## config.mk

```make
export PLATFORM = sky130hd
export DESIGN_NAME = power_limit_alarm
export DESIGN_NICKNAME = d
export VERILOG_FILES = /design/src/hdl/alarm_pkg.sv /design/src/hdl/limit_channel.sv /design/src/hdl/flag_text.sv /design/src/hdl/power_limit_alarm.sv
export VERILOG_INCLUDE_DIRS = /design/src /design/src/hdl
export SDC_FILE = /design/constraint.sdc
export NUM_CORES = 1
export LEC_CHECK = 0
export ABC_AREA = 0
export BUFFER_PORTS_ARGS = -buffer_cell sky130_fd_sc_hd__buf_2
export CAP_MARGIN = 10
export CORE_ASPECT_RATIO = 0.75
export CORE_UTILIZATION = 60
export DETAILED_ROUTE_END_ITERATION = 12
export GPL_ROUTABILITY_DRIVEN = 0
export GPL_TIMING_DRIVEN = 0
export PLACE_DENSITY = 0.82
export SLEW_MARGIN = 20
export SYNTH_ARGS = -nofsm -noshare
export SYNTH_HDL_FRONTEND = slang
export SYNTH_HIERARCHICAL = 1
export SYNTH_SLANG_ARGS = --single-unit
export TNS_END_PERCENT = 100
```

## constraint.sdc

```tcl
create_clock -name clk_sys -period 3.7 [get_ports clk_sys]
set_input_delay 0.555 -clock clk_sys [delete_from_list [all_inputs] [get_ports clk_sys]]
set_output_delay 0.555 -clock clk_sys [all_outputs]
set_load 0.05 [all_outputs]
```

## src/hdl/alarm_cfg.svh

```systemverilog
`ifndef ALARM_CFG_SVH
`define ALARM_CFG_SVH

// Threshold word width, hundredths of a dBm, two's complement.
`define PWR_W 16
`define MAX_CH 4

// Threshold range and reset values: +100.00 and -100.00 dBm.
`define THR_MAX 16'h2710
`define THR_MIN 16'hd8f0
`define UPPER_RST 16'h2710
`define LOWER_RST 16'hd8f0

// Address map.
`define ADDR_W 8
`define CH_REG_PAGE 2'h0
`define REG_UPPER 2'h0
`define REG_LOWER 2'h1
`define REG_CTRL 2'h2
`define REG_FLAGS 2'h3
`define REG_IRQ_STATUS 8'h10
`define REG_IRQ_MASK 8'h11
`define TEXT_PAGE 2'h1
`define TEXT_LEN 4'h9

// Control register fields.
`define CTRL_ENABLE 0
`define CTRL_CLEAR 1

// Flag vector positions, in reporting order from the top.
`define FLAG_ANY 4
`define FLAG_UNDER_NOW 3
`define FLAG_OVER_NOW 2
`define FLAG_LOW_LAT 1
`define FLAG_HIGH_LAT 0
`define FLAGS_W 5

// Characters of the status text.
`define CHAR_ZERO 8'h30
`define CHAR_ONE 8'h31
`define CHAR_COMMA 8'h2c
`define CHAR_NONE 8'h00

`endif

```

## src/hdl/alarm_pkg.sv

```systemverilog
`include "alarm_cfg.svh"

package alarm_pkg;

    typedef struct packed {
        logic under_low_now;
        logic over_high_now;
        logic low_violation_latched;
        logic high_violation_latched;
    } chan_state_t;

    typedef struct packed {
        logic [`MAX_CH-1:0] en;
        logic [`MAX_CH-1:0][`PWR_W-1:0] upper;
        logic [`MAX_CH-1:0][`PWR_W-1:0] lower;
        logic [2*`MAX_CH-1:0] irq_status;
        logic [2*`MAX_CH-1:0] irq_mask;
        logic [`PWR_W-1:0] rdata;
    } top_state_t;

    // A threshold outside the allowed span is refused and the old value kept.
    function automatic logic thr_in_range(input logic [`PWR_W-1:0] v);
        thr_in_range = ($signed(v) <= $signed(`THR_MAX)) && ($signed(v) >= $signed(`THR_MIN));
    endfunction

    function automatic logic chan_reg_hit(input logic [`ADDR_W-1:0] a, input logic [1:0] ch,
                                          input logic [1:0] r);
        chan_reg_hit = (a[7:4] == {2'h0, `CH_REG_PAGE}) && (a[3:2] == ch) && (a[1:0] == r);
    endfunction

endpackage

```

## src/hdl/limit_channel.sv

```systemverilog
`include "alarm_cfg.svh"

module limit_channel
    import alarm_pkg::*;
(
    input wire logic clk_sys,
    input wire logic rst_b,
    input wire logic enable,
    input wire logic [`PWR_W-1:0] upper,
    input wire logic [`PWR_W-1:0] lower,
    input wire logic [`PWR_W-1:0] avg_power,
    input wire logic power_valid,
    input wire logic clear,
    output logic [`FLAGS_W-1:0] flags,
    output logic hit_low,
    output logic hit_high
);

    chan_state_t s_q;
    chan_state_t s_d;
    logic sample;
    logic below;
    logic above;

    always_comb begin
        s_d = s_q;
        sample = enable && power_valid; // RULE_05 RULE_06
        below = $signed(avg_power) < $signed(lower);
        above = $signed(avg_power) > $signed(upper);
        if (clear) begin
            s_d.low_violation_latched = 1'b0; // RULE_11
            s_d.high_violation_latched = 1'b0; // RULE_11
        end
        // A violation in the clearing cycle still latches: the set wins.
        if (sample) begin
            s_d.under_low_now = below; // RULE_04 RULE_09
            s_d.over_high_now = above; // RULE_03 RULE_09
            if (below) begin
                s_d.low_violation_latched = 1'b1; // RULE_09
            end
            if (above) begin
                s_d.high_violation_latched = 1'b1; // RULE_09
            end
        end
        hit_low = sample && below;
        hit_high = sample && above;
    end

    always_ff @(posedge clk_sys or negedge rst_b) begin
        if (!rst_b) begin
            s_q <= '0;
        end else begin
            s_q <= s_d;
        end
    end

    always_comb begin
        flags = '0;
        flags[`FLAG_ANY] = s_q.low_violation_latched | s_q.high_violation_latched; // RULE_12
        flags[`FLAG_UNDER_NOW] = s_q.under_low_now;
        flags[`FLAG_OVER_NOW] = s_q.over_high_now;
        flags[`FLAG_LOW_LAT] = s_q.low_violation_latched;
        flags[`FLAG_HIGH_LAT] = s_q.high_violation_latched;
    end

endmodule // limit_channel

```

## src/hdl/flag_text.sv

```systemverilog
`include "alarm_cfg.svh"

module flag_text
    import alarm_pkg::*;
(
    input wire logic [`FLAGS_W-1:0] flags,
    input wire logic [3:0] idx,
    output logic [7:0] character
);

    logic [2:0] pos;

    // Even positions carry a flag digit, odd ones a comma, nine characters in all.
    always_comb begin
        pos = 3'(idx >> 1);
        character = `CHAR_NONE;
        if (idx < `TEXT_LEN) begin
            if (idx[0]) begin
                character = `CHAR_COMMA; // RULE_07
            end else begin
                character = flags[3'(`FLAG_ANY) - pos] ? `CHAR_ONE : `CHAR_ZERO; // RULE_07 RULE_08
            end
        end
    end

endmodule // flag_text

```

## src/hdl/power_limit_alarm.sv

```systemverilog
// Function
// RULE_01: Each channel holds a readable, writable upper threshold, -100.00 to +100.00 dBm.
// RULE_02: Each channel holds a readable, writable lower threshold over the same range.
// RULE_03: Power above upper threshold sets the above flag and the up indicator.
// RULE_04: Power below lower threshold sets the below flag and the down indicator.
// RULE_05: With alarms enabled, power is compared with both thresholds and flags set.
// RULE_06: With alarms disabled, nothing happens and all flags hold their value; a clear or measurement start still zeroes the latched flags.
// RULE_07: Status query returns five comma-separated values, 1 active and 0 normal.
// RULE_08: Order is any, below now, above now, low latched, high latched.
// RULE_09: Three flags latch violations since measurement start; two follow present state.
// RULE_10: Host uses these commands only in continuous wave or modulated mode.
// RULE_11: Clear zeroes the channel's latched flags; present flags keep tracking.
// RULE_12: The any flag is the OR of both latched violation flags.
//
// Added by the designer: the placing of the registers and the plain strobed port.
`include "alarm_cfg.svh"

module power_limit_alarm
    import alarm_pkg::*;
#(
    parameter int NUM_CH = 2
) (
    input wire logic clk_sys,
    input wire logic rst_b,
    input wire logic [`ADDR_W-1:0] addr,
    input wire logic [`PWR_W-1:0] wdata,
    input wire logic wr,
    input wire logic rd,
    output logic [`PWR_W-1:0] rdata,
    input wire logic [NUM_CH-1:0][`PWR_W-1:0] avg_power,
    input wire logic [NUM_CH-1:0] power_valid,
    input wire logic [NUM_CH-1:0] meas_start,
    output logic [NUM_CH-1:0] up_arrow,
    output logic [NUM_CH-1:0] down_arrow,
    output logic irq
);

    if (NUM_CH < 1 || NUM_CH > `MAX_CH) begin : g_bad_num_ch
        $error("NUM_CH must lie between one and the address map's channel count");
    end

    top_state_t s_q;
    top_state_t s_d;
    logic [`MAX_CH-1:0][`FLAGS_W-1:0] flags_w;
    logic [2*`MAX_CH-1:0] events;
    logic [`MAX_CH-1:0] clear_w;
    logic [7:0] text_char;
    logic [1:0] text_ch;

    // The host is trusted to stay in a valid measurement mode; no mode input is checked.
    for (genvar c = 0; c < `MAX_CH; c++) begin : g_ch
        if (c < NUM_CH) begin : g_used
            assign clear_w[c] = meas_start[c] ||
                (wr && chan_reg_hit(addr, 2'(c), `REG_CTRL) && wdata[`CTRL_CLEAR]); // RULE_11
            limit_channel u_chan (
                .clk_sys(clk_sys),
                .rst_b(rst_b),
                .enable(s_q.en[c]),
                .upper(s_q.upper[c]),
                .lower(s_q.lower[c]),
                .avg_power(avg_power[c]),
                .power_valid(power_valid[c]),
                .clear(clear_w[c]),
                .flags(flags_w[c]),
                .hit_low(events[2*c]),
                .hit_high(events[2*c+1])
            );
            assign up_arrow[c] = flags_w[c][`FLAG_OVER_NOW]; // RULE_03
            assign down_arrow[c] = flags_w[c][`FLAG_UNDER_NOW]; // RULE_04
        end else begin : g_unused
            assign clear_w[c] = 1'b0;
            assign flags_w[c] = '0;
            assign events[2*c] = 1'b0;
            assign events[2*c+1] = 1'b0;
        end
    end

    assign text_ch = addr[5:4];

    flag_text u_text (
        .flags(flags_w[text_ch]),
        .idx(addr[3:0]),
        .character(text_char)
    );

    always_comb begin
        s_d = s_q;
        s_d.rdata = '0;
        for (int c = 0; c < NUM_CH; c++) begin
            if (wr && chan_reg_hit(addr, 2'(c), `REG_UPPER) && thr_in_range(wdata)) begin
                s_d.upper[c] = wdata; // RULE_01
            end
            if (wr && chan_reg_hit(addr, 2'(c), `REG_LOWER) && thr_in_range(wdata)) begin
                s_d.lower[c] = wdata; // RULE_02
            end
            if (wr && chan_reg_hit(addr, 2'(c), `REG_CTRL)) begin
                s_d.en[c] = wdata[`CTRL_ENABLE]; // RULE_05 RULE_06
            end
            if (rd && chan_reg_hit(addr, 2'(c), `REG_UPPER)) begin
                s_d.rdata = s_q.upper[c]; // RULE_01
            end
            if (rd && chan_reg_hit(addr, 2'(c), `REG_LOWER)) begin
                s_d.rdata = s_q.lower[c]; // RULE_02
            end
            if (rd && chan_reg_hit(addr, 2'(c), `REG_CTRL)) begin
                s_d.rdata[`CTRL_ENABLE] = s_q.en[c];
            end
            if (rd && chan_reg_hit(addr, 2'(c), `REG_FLAGS)) begin
                s_d.rdata[`FLAGS_W-1:0] = flags_w[c]; // RULE_08
            end
        end
        // Write-one-to-clear; an event in the same cycle keeps its bit set.
        if (wr && addr == `REG_IRQ_STATUS) begin
            s_d.irq_status = s_q.irq_status & ~wdata[2*`MAX_CH-1:0];
        end
        s_d.irq_status = s_d.irq_status | events;
        if (wr && addr == `REG_IRQ_MASK) begin
            s_d.irq_mask = wdata[2*`MAX_CH-1:0];
        end
        if (rd && addr == `REG_IRQ_STATUS) begin
            s_d.rdata[2*`MAX_CH-1:0] = s_q.irq_status;
        end
        if (rd && addr == `REG_IRQ_MASK) begin
            s_d.rdata[2*`MAX_CH-1:0] = s_q.irq_mask;
        end
        if (rd && addr[7:6] == `TEXT_PAGE && 32'(text_ch) < NUM_CH) begin
            s_d.rdata[7:0] = text_char; // RULE_07
        end
    end

    always_ff @(posedge clk_sys or negedge rst_b) begin
        if (!rst_b) begin
            s_q.en <= '0;
            s_q.upper <= {`MAX_CH{`UPPER_RST}};
            s_q.lower <= {`MAX_CH{`LOWER_RST}};
            s_q.irq_status <= '0;
            s_q.irq_mask <= '0;
            s_q.rdata <= '0;
        end else begin
            s_q <= s_d;
        end
    end

    assign rdata = s_q.rdata;
    assign irq = |(s_q.irq_status & s_q.irq_mask);

endmodule // power_limit_alarm

```

==> reports/qor.txt <==
DR vias - 5882
Reg clk slew, reported paths - 70 ps
Die Y - 95.5 um
Ys Warns - 6
Cells after Synth - 677
Post-Place Setup Slack - 277 ps
ANT cells - 0
Top Ports - 85
Crit Path Max Fanout - 10
post_cts resized - 0
core area - 0.0111 mm^2
Area Overhead vs Synth - 13.0%
endpoints failing hold - 0
Distinct cells, synth - 69
# Post-CTS Setup Buffers - 0
synthesized area per cell - 10.3 um^2
xor and xnor fraction of the mapped netlist area - 0.125%
max-cap viol count - 0
adder-cell share of the synthesized area - 11.3%
Setup Crit Path Kind - input port to register
Net Sw Frac - 29.2%
Worst EP arrival - 3350 ps
number of global-route vias before repair - 5920
count leader, synth - dfrtp_1
Power per Cell Area - 329 mW/mm^2
DRT Pass-1 Iters - 6
root buf cell - clkbuf_16
power share of the clock group - 35.4%
gr usage total - 33.9%
DPL Wire Length - 15.1 mm
initial drt markers - 491
initial antenna violation count - 0
Register-to-Register Setup Slack - 920 ps
post-synthesis sequential area ratio - 38.4%
H-tree depth - 3
clk_lat worst skew - 350 ps
Fin Clk Skew - 10.4 ps
Compound-Gate Fraction of Synth Area - 16.7%
post-layout min period - 3120 ps
clk buf depth - 2
EDFF count, synth - 0
Crit-path slowest cell - or4_1
final worst slack - 582 ps
CP Capture Type - register
P_sw - 758 uW
antenna viol nets, final - 0
fraction of layout cells with a size suffix above 1 - 26.5%
CTS tree - done
combinational share of power - 15.8%
die area - 0.0121 mm^2
hold_buf cts - 0
RSZ-0062 raised after global routing - false
worst-path cell chain - clkbuf_1 > or4_1 > nor3_2 > nand2_1 > a21oi_2 > buf_2 > mux2_1
VDD IR max - 0.000289 V
via/cell ratio - 6.41
Hold Crit Class - input port to asynchronous set/reset pin
synth top area cells - dfrtp_1 29%, ha_1 11%, dfstp_2 9.8%
Power Total - 2600 uW
most instantiated cells after synthesis - 80 x dfrtp_1, 72 x inv_1, 63 x ha_1
Synth Flop Type - dfrtp_1
Max-slew headroom - 45.7%
crit-path max cell delay - 660 ps
Post-synth ARST share - 100%
Final Max Slew Viols - 0
mux share of post-synthesis cell area - 14.8%
synthesized cell area - 0.00699 mm^2
largest net degree at the start of global routing - 73
Min Hold Slack - 94.6 ps
GRT Residual Overflow - 0
DRC Markers - 0
TNS Setup - 0 ps
Simple-Gate Fraction of Synth Area - 10.9%
critical path launch point type - input port
number of port buffers - 81
CTS Sinks - 106
first-pass GRT wire length - 30.8 mm
Synth area leader - dfrtp_1
sequential share of power - 48.8%
final setup vio count - 0
outcome - completed
overall die width - 127 um
Final period util - 84.3%
WL/cell - 20.9 um
final wirelength - 19.2 mm
required time of the critical path - 3930 ps
Yosys reg bits - 106
Worst-Margin Slew - 811 ps
largest family of logic cells by synthesized area - compound AO/OA/AOI/OAI gates
Layout Nets - 899
fillers - 824
leakage power - 0.00364 uW
fmax - 321 MHz
Rows - 33
initial core utilization - 62.7%
P_int - 1840 uW
CTS Buf Count - 9
area share of the largest cell type after synthesis - 28.6%
-- sequential cells by signal, indices dropped and copies added (netlist names) --
signal / flops
rdata: 16
g_ch.g_used.u_chan/flags: 8
s_q: 82
-- per-stage QoR --
stage / util, % / area [um^2] / std cells
2_1_floorplan: - / 7000 / 679
3_3_place_gp: 68.0 / 7580 / 900
3_5_place_dp: 68.3 / 7610 / 901
4_1_cts: 70.8 / 7900 / 917
5_1_grt: 70.8 / 7900 / 917
6_report: 70.8 / 7900 / 917
-- critical path: cells and delay by family --
family / cells / cell delay [ps]
AOI/OAI and AO/OA: 1 / 430
buffers and inverters: 2 / 660
muxes: 1 / 360
and+or+nand+nor: 3 / 1340
-- path summary, 6_finish.rpt --
| path | from | to | depth (start not counted) |
|---|---|---|---|
| setup / recovery | addr[4] | s_q[35]$_DFFE_PN0P_ | 7 |
| hold / removal | rst_b | g_ch[0].g_used.u_chan/flags[3]$_DFFE_PN0P_ | 1 |
| hold reg to reg | s_q[34]$_DFFE_PN0P_ | s_q[34]$_DFFE_PN0P_ | 1 |
| setup reg to reg | s_q[59]$_DFFE_PN1P_ | s_q[26]$_DFF_PN0_ | 9 |
| min in group clk_sys | wdata[15] | s_q[47]$_DFFE_PN1P_ | 2 |
| max in group asynchronous | rst_b | s_q[52]$_DFFE_PN1P_ | 2 |
-- logic make-up (layout without fill, tap and decap cells) --
kind of cell | after synthesis | after routing
buffers and inverters | 118 | 216
xor gates and xnor gates | 1 | 1
other | 1 | 3
muxes | 91 | 91
and+or+nand+nor | 143 | 143
adders and majority gates | 63 | 63
AOI/OAI and AO/OA | 154 | 154
DFF | 106 | 106
-- cell usage in the layout (no fill, tap or decap), drive strengths merged, types with 4 or more instances in the layout --
cell type    n
buf        107
dfrtp       80
inv         76
mux2        76
ha          63
nand2       37
a21oi       30
clkbuf      29
dfstp       26
a22oi       24
nor2        23
nand3       19
o21ai       19
a21o        13
mux2i       13
nand4       13
o22ai       12
nor3        12
a211oi       8
nor2b        7
and3         7
a2111oi      6
a21boi       5
o221ai       4
o2bb2ai      4
o211a        4
nand2b       4
nor3b        4
-- final cells by class --
type,count,area (um^2),share of cell area (%)
clock inverter,6,46.3,0.586
sequential,106,2690,34.0
multi-input combinational,455,3770,47.8
timing repair buffer,82,439,5.56
inverter,74,280,3.55
tap,140,175,2.22
buffer,44,258,3.26
clock buffer,10,239,3.03
-- power groups by stage --
| stage | registers (uW) | logic (uW) | clock network [uW] |
|---|---|---|---|
| after floorplan | 1290 | 210 | 0 |
| after global placement | 1280 | 379 | 0 |
| after detailed placement | 1280 | 403 | 0 |
| after CTS | 1260 | 405 | 933 |
| after global routing | 1270 | 451 | 984 |
| final | 1270 | 410 | 920 |
-- per-layer routing --
layer	vias up	routed length [um]	GRT usage (%)
li1	2656	-	-
met1	2836	8290	46.1
met2	338	8500	53.5
met3	52	1910	8.02
met4	0	477	12.2
met5	-	0	0
(Power assumes the default switching activity.)
